`src/pct_consts.vh`:
```
// Constants shared by the PHY access, cycle timer and request filter bank.
// Assumes inclusion by bare name from the bank, its checker and its bench.
`ifndef PCT_CONSTS_VH
`define PCT_CONSTS_VH

// ****************************************
// Register byte addresses
// ****************************************
`define PCT_ADDR_W 9
`define PCT_A_PHY 9'h0ec
`define PCT_A_TIMER 9'h0f0
`define PCT_A_HI_SET 9'h100
`define PCT_A_HI_CLR 9'h104
`define PCT_A_LO_SET 9'h108
`define PCT_A_LO_CLR 9'h10c

// ****************************************
// PHY access register fields
// ****************************************
`define PCT_B_DONE 31
`define PCT_F_RETA 27:24
`define PCT_F_RETV 23:16
`define PCT_B_RDREQ 15
`define PCT_B_WRREQ 14
`define PCT_F_TADDR 11:8
`define PCT_F_WDATA 7:0

// ****************************************
// Cycle timer fields and limits
// ****************************************
`define PCT_F_SEC 31:25
`define PCT_F_CYC 24:12
`define PCT_F_OFF 11:0
`define PCT_SEC_W 7
`define PCT_CYC_W 13
`define PCT_OFF_W 12
`define PCT_SEC_LAST 7'h7f
`define PCT_CYC_LAST 13'h1f3f
`define PCT_OFF_LAST 12'hbff
`define PCT_OFF_ZERO 12'h000

// ****************************************
// Timer tick divider (rates in kHz)
// ****************************************
`define PCT_ACC_W 17
`define PCT_SYS_KHZ 17'h186a0
`define PCT_TMR_KHZ 17'h06000

// ****************************************
// Request filter
// ****************************************
`define PCT_B_ALLBUS 31
`define PCT_LOCAL_BUS 10'h3ff
`define PCT_NODE_BCAST 6'h3f
`define PCT_WORD_ZERO 32'h00000000

`endif

```
`src/pct_access_bank.v`:
```
// PHY register access port, isochronous cycle timer and async request
// filter. Assumes register port, PHY port and packet inputs are on clk;
// only the external cycle pin is asynchronous.
//
// Behaviour
// Transfer-complete flag clears when software sets read or write request.
// Transfer-complete flag sets when the PHY returns a register transfer.
// Returned address and value are captured; software cannot write them.
// Read request bit sends a PHY read, cleared once it is sent.
// Write request bit sends a PHY write with data, cleared once sent.
// Software never sets read and write requests together.
// Target address and write data are read/write; data unused on reads.
// Seconds count cycle-counter rollovers modulo 128.
// Cycle counter counts offset rollovers modulo 8000.
// Offset counts 24.576 MHz ticks modulo 3072.
// External 8 kHz tick forces the offset to zero.
// As cycle master, the timer value goes into each sent cycle start.
// When not master, incoming cycle start data loads the timer.
// Without cycle starts, the timer keeps counting when enabled.
// Filtered contexts drop packets whose source filter bit is clear.
// Only local-bus sources are node-checked; remote need all-buses bit.
// Upper filter bits 30..0 admit local nodes 62..32.
// Lower filter bit n admits local node n.
// Upper filter at set 100h, clear 104h; lower at 108h, 10Ch.
// Ones set or clear filter bits; zeros no effect; reads show value.
// External cycle select uses the cycle pin for rollover, not 3072.
`default_nettype none
`include "pct_consts.vh"

module pct_access_bank (
    input wire clk,                      // 100 MHz system clock
    input wire rst_n,                    // Async reset, active low
    input wire regWrEn,                  // Register write strobe
    input wire regRdEn,                  // Register read strobe
    input wire [`PCT_ADDR_W-1:0] target_phy_reg_address, // Register byte address
    input wire [31:0] regWrData,         // Register write data
    output reg [31:0] regRdData_q,       // Register read data
    output reg regRdValid_q,             // Read data valid pulse
    output reg phyReqValid_q,            // PHY request pending
    input wire phyReqReady,              // PHY takes the request
    output reg phyReqWrite_q,            // One for write, zero for read
    output reg [3:0] phyReqAddr_q,       // PHY register address
    output reg [7:0] phyReqData_q,       // PHY write value
    input wire phyRetValid,              // PHY returns a register
    input wire [3:0] phyRetAddr,         // Returned register address
    input wire [7:0] phyRetData,         // Returned register value
    input wire cycleMasterEnable,        // Node acts as cycle master
    input wire externalCycleSelect,      // Rollover from the cycle pin
    input wire cycleTimerEnable,         // Offset counting enabled
    input wire externalCycleInput,       // 8 kHz pin, asynchronous
    input wire cycStartRxValid,          // Cycle start packet received
    input wire [31:0] cycStartRxData,    // Its cycle time data
    output reg cycStartTxValid_q,        // Send a cycle start now
    output reg [31:0] cycStartTxData_q,  // Cycle time to send
    input wire [9:0] localBusNumber,     // This node's bus number
    input wire filtReqValid,             // Packet to check
    input wire filtCtxHit,               // Bound for phys or async rx
    input wire [15:0] filtSrcId,         // Source bus and node
    output reg filtDoneValid_q,          // Decision valid pulse
    output reg filtAccept_q              // Acknowledge and queue
);

    // ****************************************
    // Register decode
    // ****************************************
    wire wrPhy = regWrEn && (target_phy_reg_address == `PCT_A_PHY);
    wire wrTimer = regWrEn && (target_phy_reg_address == `PCT_A_TIMER);
    wire wrHiSet = regWrEn && (target_phy_reg_address == `PCT_A_HI_SET);
    wire wrHiClr = regWrEn && (target_phy_reg_address == `PCT_A_HI_CLR);
    wire wrLoSet = regWrEn && (target_phy_reg_address == `PCT_A_LO_SET);
    wire wrLoClr = regWrEn && (target_phy_reg_address == `PCT_A_LO_CLR);

    // ****************************************
    // PHY access register
    // ****************************************
    reg done_q;
    reg [3:0] retAddr_q;
    reg [7:0] retData_q;
    reg rdReq_q;
    reg wrReq_q;
    reg [3:0] tgtAddr_q;
    reg [7:0] wrVal_q;

    wire reqSent = phyReqValid_q && phyReqReady;
    wire swStart = wrPhy && (regWrData[`PCT_B_RDREQ] ||
        regWrData[`PCT_B_WRREQ]);

    always @(posedge clk or negedge rst_n) begin
        if (!rst_n) begin
            done_q <= 1'b0;
            retAddr_q <= 4'h0;
            retData_q <= 8'h00;
        end else if (phyRetValid) begin
            // Return in the same cycle as a start keeps the flag set
            done_q <= 1'b1;
            retAddr_q <= phyRetAddr;
            retData_q <= phyRetData;
        end else if (swStart) begin
            done_q <= 1'b0;
        end
    end

    always @(posedge clk or negedge rst_n) begin
        if (!rst_n) begin
            rdReq_q <= 1'b0;
            wrReq_q <= 1'b0;
            tgtAddr_q <= 4'h0;
            wrVal_q <= 8'h00;
        end else if (wrPhy) begin
            rdReq_q <= regWrData[`PCT_B_RDREQ];
            wrReq_q <= regWrData[`PCT_B_WRREQ];
            tgtAddr_q <= regWrData[`PCT_F_TADDR];
            wrVal_q <= regWrData[`PCT_F_WDATA];
        end else if (reqSent) begin
            rdReq_q <= 1'b0;
            wrReq_q <= 1'b0;
        end
    end

    // Request is launched once and held until the PHY takes it
    always @(posedge clk or negedge rst_n) begin
        if (!rst_n) begin
            phyReqValid_q <= 1'b0;
            phyReqWrite_q <= 1'b0;
            phyReqAddr_q <= 4'h0;
            phyReqData_q <= 8'h00;
        end else if (reqSent) begin
            phyReqValid_q <= 1'b0;
        end else if (!phyReqValid_q && (rdReq_q || wrReq_q) && !wrPhy) begin
            phyReqValid_q <= 1'b1;
            // Read takes precedence if both were ever set
            phyReqWrite_q <= !rdReq_q;
            phyReqAddr_q <= tgtAddr_q;
            phyReqData_q <= rdReq_q ? 8'h00 : wrVal_q;
        end
    end

    // ****************************************
    // Timer tick divider and cycle pin
    // ****************************************
    reg [`PCT_ACC_W-1:0] acc_q;
    reg [`PCT_ACC_W-1:0] acc_d;
    reg tick_q;
    reg tick_d;
    // Fractional divider: mean rate exact, tick jitter one system clock
    always @* begin
        acc_d = acc_q + `PCT_TMR_KHZ;
        tick_d = 1'b0;
        if (acc_d >= `PCT_SYS_KHZ) begin
            acc_d = acc_d - `PCT_SYS_KHZ;
            tick_d = 1'b1;
        end
    end

    always @(posedge clk or negedge rst_n) begin
        if (!rst_n) begin
            acc_q <= {`PCT_ACC_W{1'b0}};
            tick_q <= 1'b0;
        end else begin
            acc_q <= acc_d;
            tick_q <= tick_d;
        end
    end

    reg cycMeta_q;
    reg cycSync_q;
    reg cycPrev_q;
    always @(posedge clk or negedge rst_n) begin
        if (!rst_n) begin
            cycMeta_q <= 1'b0;
            cycSync_q <= 1'b0;
            cycPrev_q <= 1'b0;
        end else begin
            cycMeta_q <= externalCycleInput;
            cycSync_q <= cycMeta_q;
            cycPrev_q <= cycSync_q;
        end
    end

    wire extTick = externalCycleSelect && cycSync_q && !cycPrev_q;

    // ****************************************
    // Cycle timer
    // ****************************************
    wire [`PCT_SEC_W-1:0] secCnt;
    wire [`PCT_CYC_W-1:0] cycCnt;
    wire [`PCT_OFF_W-1:0] offCnt;
    wire cycLast;
    wire offLast;
    wire rxLoad = cycStartRxValid && !cycleMasterEnable;
    wire tmrLoad = wrTimer || rxLoad;
    wire [31:0] tmrLoadVal = wrTimer ? regWrData : cycStartRxData;

    // Under the pin the offset parks at its last value awaiting the tick
    wire offInc = tick_q && cycleTimerEnable &&
        !(externalCycleSelect && offLast);
    wire offRoll = externalCycleSelect ? extTick :
        (offInc && offLast);
    wire cycRoll = offRoll && cycLast;

    pct_wrap_counter #(.WIDTH(`PCT_OFF_W), .LAST(`PCT_OFF_LAST)) uOffset (
        .clk(clk), .rst_n(rst_n),
        .incEn(offInc),
        .loadEn(tmrLoad || extTick),
        .loadVal(tmrLoad ? tmrLoadVal[`PCT_F_OFF] : `PCT_OFF_ZERO),
        .count_q(offCnt),
        .lastHit(offLast)
    );
    pct_wrap_counter #(.WIDTH(`PCT_CYC_W), .LAST(`PCT_CYC_LAST)) uCycles (
        .clk(clk), .rst_n(rst_n),
        .incEn(offRoll),
        .loadEn(tmrLoad),
        .loadVal(tmrLoadVal[`PCT_F_CYC]),
        .count_q(cycCnt),
        .lastHit(cycLast)
    );
    pct_wrap_counter #(.WIDTH(`PCT_SEC_W), .LAST(`PCT_SEC_LAST)) uSeconds (
        .clk(clk), .rst_n(rst_n),
        .incEn(cycRoll),
        .loadEn(tmrLoad),
        .loadVal(tmrLoadVal[`PCT_F_SEC]),
        .count_q(secCnt),
        .lastHit()
    );

    wire [31:0] timerNow = {secCnt, cycCnt, offCnt};

    // Sample one clock after rollover so the sent value shows the new cycle
    reg rollDly_q;
    always @(posedge clk or negedge rst_n) begin
        if (!rst_n) begin
            rollDly_q <= 1'b0;
            cycStartTxValid_q <= 1'b0;
            cycStartTxData_q <= `PCT_WORD_ZERO;
        end else begin
            rollDly_q <= offRoll && !tmrLoad;
            cycStartTxValid_q <= rollDly_q && cycleMasterEnable;
            if (rollDly_q && cycleMasterEnable) begin
                cycStartTxData_q <= timerNow;
            end
        end
    end

    // ****************************************
    // Async request filter
    // ****************************************
    reg [31:0] hiFilt_q;
    reg [31:0] loFilt_q;

    always @(posedge clk or negedge rst_n) begin
        if (!rst_n) begin
            hiFilt_q <= `PCT_WORD_ZERO;
            loFilt_q <= `PCT_WORD_ZERO;
        end else begin
            if (wrHiSet) begin
                hiFilt_q <= hiFilt_q | regWrData;
            end else if (wrHiClr) begin
                hiFilt_q <= hiFilt_q & ~regWrData;
            end
            if (wrLoSet) begin
                loFilt_q <= loFilt_q | regWrData;
            end else if (wrLoClr) begin
                loFilt_q <= loFilt_q & ~regWrData;
            end
        end
    end

    wire [9:0] srcBus = filtSrcId[15:6];
    wire [5:0] srcNode = filtSrcId[5:0];
    wire srcLocal = (srcBus == localBusNumber) ||
        (srcBus == `PCT_LOCAL_BUS);
    reg admit;
    always @* begin
        admit = 1'b1;
        if (!filtCtxHit) begin
            admit = 1'b1;
        end else if (!srcLocal) begin
            admit = hiFilt_q[`PCT_B_ALLBUS];
        end else if (!srcNode[5]) begin
            admit = loFilt_q[srcNode[4:0]];
        end else if (srcNode != `PCT_NODE_BCAST) begin
            admit = hiFilt_q[srcNode[4:0]];
        end else begin
            admit = 1'b0;
        end
    end

    always @(posedge clk or negedge rst_n) begin
        if (!rst_n) begin
            filtDoneValid_q <= 1'b0;
            filtAccept_q <= 1'b0;
        end else begin
            filtDoneValid_q <= filtReqValid;
            if (filtReqValid) begin
                filtAccept_q <= admit;
            end
        end
    end

    // ****************************************
    // Register read
    // ****************************************
    reg [31:0] rdMux;
    always @* begin
        rdMux = `PCT_WORD_ZERO;
        case (target_phy_reg_address)
            `PCT_A_PHY: begin
                rdMux[`PCT_B_DONE] = done_q;
                rdMux[`PCT_F_RETA] = retAddr_q;
                rdMux[`PCT_F_RETV] = retData_q;
                rdMux[`PCT_B_RDREQ] = rdReq_q;
                rdMux[`PCT_B_WRREQ] = wrReq_q;
                rdMux[`PCT_F_TADDR] = tgtAddr_q;
                rdMux[`PCT_F_WDATA] = wrVal_q;
            end
            `PCT_A_TIMER: rdMux = timerNow;
            `PCT_A_HI_SET, `PCT_A_HI_CLR: rdMux = hiFilt_q;
            `PCT_A_LO_SET, `PCT_A_LO_CLR: rdMux = loFilt_q;
            default: rdMux = `PCT_WORD_ZERO;
        endcase
    end

    always @(posedge clk or negedge rst_n) begin
        if (!rst_n) begin
            regRdData_q <= `PCT_WORD_ZERO;
            regRdValid_q <= 1'b0;
        end else begin
            regRdValid_q <= regRdEn;
            if (regRdEn) begin
                regRdData_q <= rdMux;
            end
        end
    end

endmodule

`default_nettype wire

```
`src/pct_wrap_counter.v`:
```
// Wrapping counter with a synchronous load, one field of the cycle timer.
// Assumes the caller gates increments and flags the wrap from lastHit.
`default_nettype none

module pct_wrap_counter #(
    parameter WIDTH = 12,
    parameter [WIDTH-1:0] LAST = {WIDTH{1'b1}}
) (
    input wire clk,                  // System clock
    input wire rst_n,                // Async reset, active low
    input wire incEn,                // Count one step
    input wire loadEn,               // Load wins over count
    input wire [WIDTH-1:0] loadVal,  // Value to load
    output reg [WIDTH-1:0] count_q,  // Current count
    output wire lastHit              // Count sits at its last value
);

    assign lastHit = (count_q == LAST);

    always @(posedge clk or negedge rst_n) begin
        if (!rst_n) begin
            count_q <= {WIDTH{1'b0}};
        end else if (loadEn) begin
            count_q <= loadVal;
        end else if (incEn) begin
            if (lastHit) begin
                count_q <= {WIDTH{1'b0}};
            end else begin
                count_q <= count_q + {{(WIDTH-1){1'b0}}, 1'b1};
            end
        end
    end

endmodule

`default_nettype wire

```
`config.mk`:
```
export PLATFORM = sky130hd
export DESIGN_NAME = pct_access_bank
export DESIGN_NICKNAME = d
export VERILOG_FILES = /design/src/pct_access_bank.v /design/src/pct_wrap_counter.v
export VERILOG_INCLUDE_DIRS = /design/src
export SDC_FILE = /design/constraint.sdc
export NUM_CORES = 1
export LEC_CHECK = 0
export ABC_AREA = 1
export ABC_CLOCK_PERIOD_IN_PS = 2000
export BUFFER_PORTS_ARGS = -buffer_cell sky130_fd_sc_hd__buf_2
export CAP_MARGIN = 15
export CORE_UTILIZATION = 40
export CTS_BUF_LIST = sky130_fd_sc_hd__clkbuf_2 sky130_fd_sc_hd__clkbuf_4 sky130_fd_sc_hd__clkbuf_8
export CTS_CLUSTER_DIAMETER = 60
export CTS_CLUSTER_SIZE = 8
export DETAILED_ROUTE_END_ITERATION = 12
export PLACE_DENSITY = 0.57
export SYNTH_ARGS = -nofsm -noshare
export SYNTH_HDL_FRONTEND = slang
export SYNTH_SLANG_ARGS = --single-unit
```
`constraint.sdc`:
```
create_clock -name clk -period 2 [get_ports clk]
set_input_delay 0.2 -clock clk [delete_from_list [all_inputs] [get_ports clk]]
set_output_delay 0.2 -clock clk [all_outputs]
set_load 0.02 [all_outputs]
```
* After elaboration in Yosys (flattened, before gate mapping) *
Index checks and enable logic that the tools add are counted.

storage, ports and cells
  bits in registers = 227
  input port bits = 124
  output and inout port bits = 82

cells by class
  $add $sub $neg = 5
  $lt $le $gt $ge = 2
  equality and inequality tests = 12
  muxes and demuxes = 39
  bitwise gates (word level) = 6
  reductions and logical operators = 43

operators with widths
  kind                                                       number
  two-way mux 32 bit                                         5
  bitwise AND 32 bit                                         2
  OR 32 bit                                                  2
  case mux 14 bit (4 select lines)                           1
  two-way mux 12 bit                                         4
  case mux 12 bit (4 select lines)                           1
  two-way mux 13 bit                                         3
  equality test 9 bit, second input constant                 4
  inverter 32 bit                                            1
  two-way mux 7 bit                                          3
  logical AND 1 bit                                          20
  equality test 9 x 8 -> 1 bit, second input constant        2
  adder 17 x 15 -> 17 bit, second input constant             1
  greater-or-equal comparator 17 bit, second input constant  1
  two-way mux 17 bit                                         1
  subtractor 17 bit, second input constant                   1
  nonzero test 2 bit                                         8
  two-way mux 1 bit                                          15
  adder 13 x 1 -> 13 bit, second input constant              1
  equality test 13 bit, second input constant                1
  adder 12 x 1 -> 12 bit, second input constant              1
  equality test 12 bit, second input constant                1
  binary-select mux 1 bit (select 5 bit)                     2
  equality test 10 bit                                       1
  14 further kinds                                           25

* Depth between registers and ports, before layout *
  depth in word-level cells = 9
  mapped depth = 13
  mapped depth without buffers = 13

* Modules after synthesis *
From an unflattened synthesis, not the netlist that was laid out.

unflattened totals
  cell total of the unflattened synthesis = 1,478
  area, all modules = 11,723.7 µm²

by module, submodules not included
  module                        instances  cells an instance  area an instance (µm²)  sequential area each (µm²)
  pct_access_bank               1          1,187              9,556.7                 4,754.6
  pct_wrap_counter at uCycles   1          124                890.9                   325.3
  pct_wrap_counter at uOffset   1          108                822.0                   300.3
  pct_wrap_counter at uSeconds  1          59                 454.2                   175.2

* Least setup slack after synthesis *
OpenSTA, ideal clock, no wires.

  path type = register -> register
  start point = register uCycles.count_q[0]
  end point = register uSeconds.count_q[0]
  setup time = 0.117 ns
  arrival = 1.592 ns
  required time = 1.883 ns
  slack = 0.291 ns
  stages on the path, launching flop included = 14
  clock period less this slack = 1.709 ns
  cell sequence = dfrtp_1 > ha_1 > nand2_1 > nor2_1 > nand2_1 > nor2_1 > nand2_1 > nor2_1 > nor2_2 > inv_2 > nand2_4 > clkinv_2 > nand2_1 > nand2_1

between the ends
  longest elaborated chain between the ends = 3

RTL lines
  what                          line                   source
  start, declared               pct_wrap_counter.v:14  output reg [WIDTH-1:0] count_q,
  start signal, assigned        pct_wrap_counter.v:22  count_q <= {WIDTH{1'b0}};
  start signal, assigned        pct_wrap_counter.v:24  count_q <= loadVal;
  start signal, assigned        pct_wrap_counter.v:27  count_q <= {WIDTH{1'b0}};
  equality test 13 bit          pct_wrap_counter.v:18  assign lastHit = (count_q == LAST);
  logical AND 1 bit             pct_access_bank.v:199  wire cycRoll = offRoll && cycLast;
  nonzero test 2 bit (no line)  n/a
  end signal, assigned          pct_wrap_counter.v:22
  end signal, assigned          pct_wrap_counter.v:24
  end signal, assigned          pct_wrap_counter.v:27
  end, declared                 pct_wrap_counter.v:14

Every way passes these cells.
A chain may end at the register's enable or synchronous reset.

* Final worst setup path *
  start point = register uOffset.count_q[1]
  end point = register uOffset.count_q[6]

between the ends
  longest elaborated chain between the ends = 5

RTL lines
  what                                                            line
  start, declared                                                 pct_wrap_counter.v:14
  start signal, assigned                                          pct_wrap_counter.v:22
  start signal, assigned                                          pct_wrap_counter.v:24
  start signal, assigned                                          pct_wrap_counter.v:27
  branches (longest 5 deep; another with adder 12 x 1 -> 12 bit)  n/a

Several ways; the timed one is not identified. The select of a mux whose other input is x is not followed.

==> flow_summary.toml <==
[timing]
final_max_slew_viol_count = 0
hold_viol = 0
slew_headroom_pct = 66.6
fin_crit_sh_pct = 94.7
finalSetupViolCount = 0
min_period_ns = 1.89
timing.final.ws_setup_ns = 0.106
tightestPinTransition_ns = 0.501
skew_ns = 0.0223
max_freq_mhz = 528
hold_slack_ns = 0.0139

[global_route]
grt_pass1_wl_um = 61700
gr-usage-all-layers_pct = 26.7
grt_overflow = 0
grt_max_degree = 58
antenna_found_initial = 0
grt_pass1_vias = 10867

[die]
io_pins = 206
start_util_pct = 40.6
die-area_sq_mm = 0.0298
fp.dieW_um = 173
die_height_um = 173
core_sq_mm = 0.0287
num_rows = 62

[detailed_routing]
route.detailed.drc = 0
wirelength_um = 40100
ant_nets = 0
drt_first_pass_iters = 5
drt_iter0_drc = 858
via_count = 11419
wl_per_cell_um = 17.8
via_per_inst = 5.06

[power]
power_density_mw_per_mm2 = 771
p_switching_uw = 3740
power.internal_uw = 7550
p_leak_uw = 0.00739
seq_power_share_pct = 46.9
worst_ir_drop_vdd_v = 0.000347
p_comb_share_pct = 22.4
switching_share_pct = 33.1
p_clk_share_pct = 30.6

[worst_setup_path]
cp-start-kind = "register"
slowest_delay_ns = 0.42
r2r_setup_slack_ns = 0.11
worstSetupPathType = "register to register"
critPathArrivalTime_ns = 2.29
path_delay_family = "simple AND/OR/NAND/NOR gates"
cp.required_ns = 2.39
slowest_stage = "dfrtp_1"
critPathBufInv = 1
crit_fanout = 6
cp_cell_sequence = "ha_4, nand3_4, nor2_4, nand2_2, nor2_4, nand2_1, o21ai_2, nand2_2, buf_4, o21ai_1, o21ai_1"
endpoint_kind = "register"

[clocking]
cts_buffers = 34
clock-sinks = 222
cts_root_buf = "clkbuf_8"
cts_tree = "done"
clk_pin_slew_worst_paths_ns = 0.07
h-tree-depth = 2
clk_latency_ns = 0.53
cts_buffer_depth = 3

[placed_design]
routabilityCongestion = 0.966
pre_cts_ws_ns = -0.00381
hpwl_um = 29600
numPortBuffers = 205

[synthesis]
synth_nets = 1701
yosys_most_used_dff = "dfrtp_1"
synth_warnings = 0
avgSynthCellArea_sq_um = 7.42
synth-edff-count = 0
synthesis.instances = 1569
async_flop_share_pct = 100
yosysSeqAreaShare_pct = 47.7
syn_area_sq_mm = 0.0116
yosysUniqueCellTypes = 41
yosys_register_bits = 222

[final_layout]
drive_above_1_share_pct = 19.9
antenna_cells = 0
multi_input_area_sq_mm = 0.00517
seq_area_sq_mm = 0.00556
nFillCells = 2896
syn2layout_area_growth_pct = 25.7
nets = 1997

[run_status]
status = "finished clean"

[run]
drv_cap = 0

[min_path]
hp-class = "input port to register"
cell type report:
| cell class | instances | share of cell area (%) |
|---|---|---|
| clock inverters | 2 | 0.0855 |
| flip-flops and latches | 222 | 38.0 |
| clock buffers | 40 | 3.63 |
| inverters | 198 | 5.16 |
| multi-input cells | 1087 | 35.3 |
| repair buffers | 322 | 14.6 |
| well taps | 384 | 3.28 |
cell usage after synthesis, types with 6 or more instances:
library cell / n / area [sq um]
a21oi_1: 20 / 100
buf_1: 6 / 22.5
buf_2: 23 / 115
clkbuf_1: 31 / 116
dfrtp_1: 222 / 5560
ha_1: 8 / 100
inv_1: 177 / 664
inv_2: 17 / 63.8
nand2_1: 575 / 2160
nand3_1: 92 / 460
nand4_1: 12 / 75.1
nor2_1: 57 / 214
nor3_1: 9 / 45.0
o2111ai_1: 16 / 140
o21ai_0: 82 / 410
o21ai_1: 121 / 606
o22ai_1: 18 / 113
xnor2_1: 7 / 61.3
xor2_1: 25 / 219
worst paths after layout:
check | from | endpoint | cells after the start
max | uOffset.count_q[1] | uOffset.count_q[6] | 11
min | filtSrcId[5] | filtAccept_q | 4
min reg2reg | cycMeta_q | cycSync_q | 0
min in group asynchronous | rst_n | uCycles.count_q[3] | 2
max reg2reg | uOffset.count_q[1] | uOffset.count_q[6] | 11
max in group asynchronous | rst_n | phyReqData_q[4] | 3
cell families after synthesis:
kind of cell	synth area share [%]
AO/OA/AOI/OAI	12.7
XOR/XNOR	2.41
adder cells (fa/ha/maj)	0.860
buffers and inverters	8.90
flip-flops	47.7
multiplexers	0.172
AND/OR/NAND/NOR	27.2
power by group through the flow:
| stage | Clock (uW) | Sequential (uW) | Combinational (uW) |
|---|---|---|---|
| floorplan | 0 | 5580 | 1020 |
| global placement | 0 | 5350 | 2350 |
| detailed placement | 0 | 5360 | 2350 |
| CTS | 3550 | 5280 | 2430 |
| global route | 3740 | 5350 | 2770 |
| finish | 3450 | 5300 | 2530 |
worst register-to-register path, stage by stage, from the launching register on:
cell and delay [ns]:
dfrtp_1 0.42, ha_4 0.18, nand3_4 0.09, nor2_4 0.11, nand2_2 0.08, nor2_4 0.14, nand2_1 0.14, o21ai_2 0.15
nand2_2 0.13, buf_4 0.20, o21ai_1 0.06, o21ai_1 0.07
stage by stage:
| stage | cells | cell area (sq um) | utilization (%) | TNS [ns] | total power [uW] |
|---|---|---|---|---|---|
| after detailed placement | 2155 | 13400 | 46.7 | -0.00381 | 7710 |
| final | 2255 | 14600 | 51.0 | 0 | 11300 |
| after floorplan | 1569 | 11600 | - | 0 | 6600 |
| after global placement | 2155 | 13400 | 46.7 | -0.0435 | 7700 |
| after CTS | 2243 | 14400 | 50.2 | 0 | 11300 |
| after global routing | 2255 | 14600 | 51.0 | -0.235 | 11900 |
what timing repair did:
action | 4_1_cts | 5_1_grt
endpoints found under the setup margin | 2 | 33
gates cloned | 0 | 3
pin swaps | 0 | 2
hold buffers | 46 | 0
hold endpoints to repair | 104 | 0
gates resized for setup | 1 | 26
buffers inserted | 0 | 9
cells in the final DEF (no fill, tap or decap), types with 5 or more instances in the layout:
| master | n |
|---|---|
| buf_4 | 63 |
| o21ai_0 | 82 |
| inv_1 | 177 |
| o21ai_1 | 120 |
| nand2_2 | 7 |
| buf_12 | 6 |
| o211ai_1 | 5 |
| a21oi_1 | 20 |
| o22ai_1 | 18 |
| a31oi_1 | 5 |
| nand3_1 | 92 |
| xnor2_1 | 7 |
| inv_2 | 16 |
| o2111ai_1 | 16 |
| ha_1 | 6 |
| nor2_1 | 51 |
| nor3_1 | 9 |
| nand2_1 | 570 |
| nor2_2 | 10 |
| clkbuf_8 | 37 |
| nand4_1 | 12 |
| xor2_1 | 25 |
| buf_2 | 204 |
| dfrtp_1 | 222 |
| dlygate4sd3_1 | 46 |
routing by layer:
metal / up-vias / track usage (%) / part of all wire (%)
met5: - / 0 / 0
met4: 0 / 7.92 / 2.3
met3: 58 / 4.57 / 7.7
met2: 414 / 39.7 / 43
met1: 5368 / 39.7 / 47
li1: 5579 / - / -
Note: power is estimated with default switching activity, not from simulation.
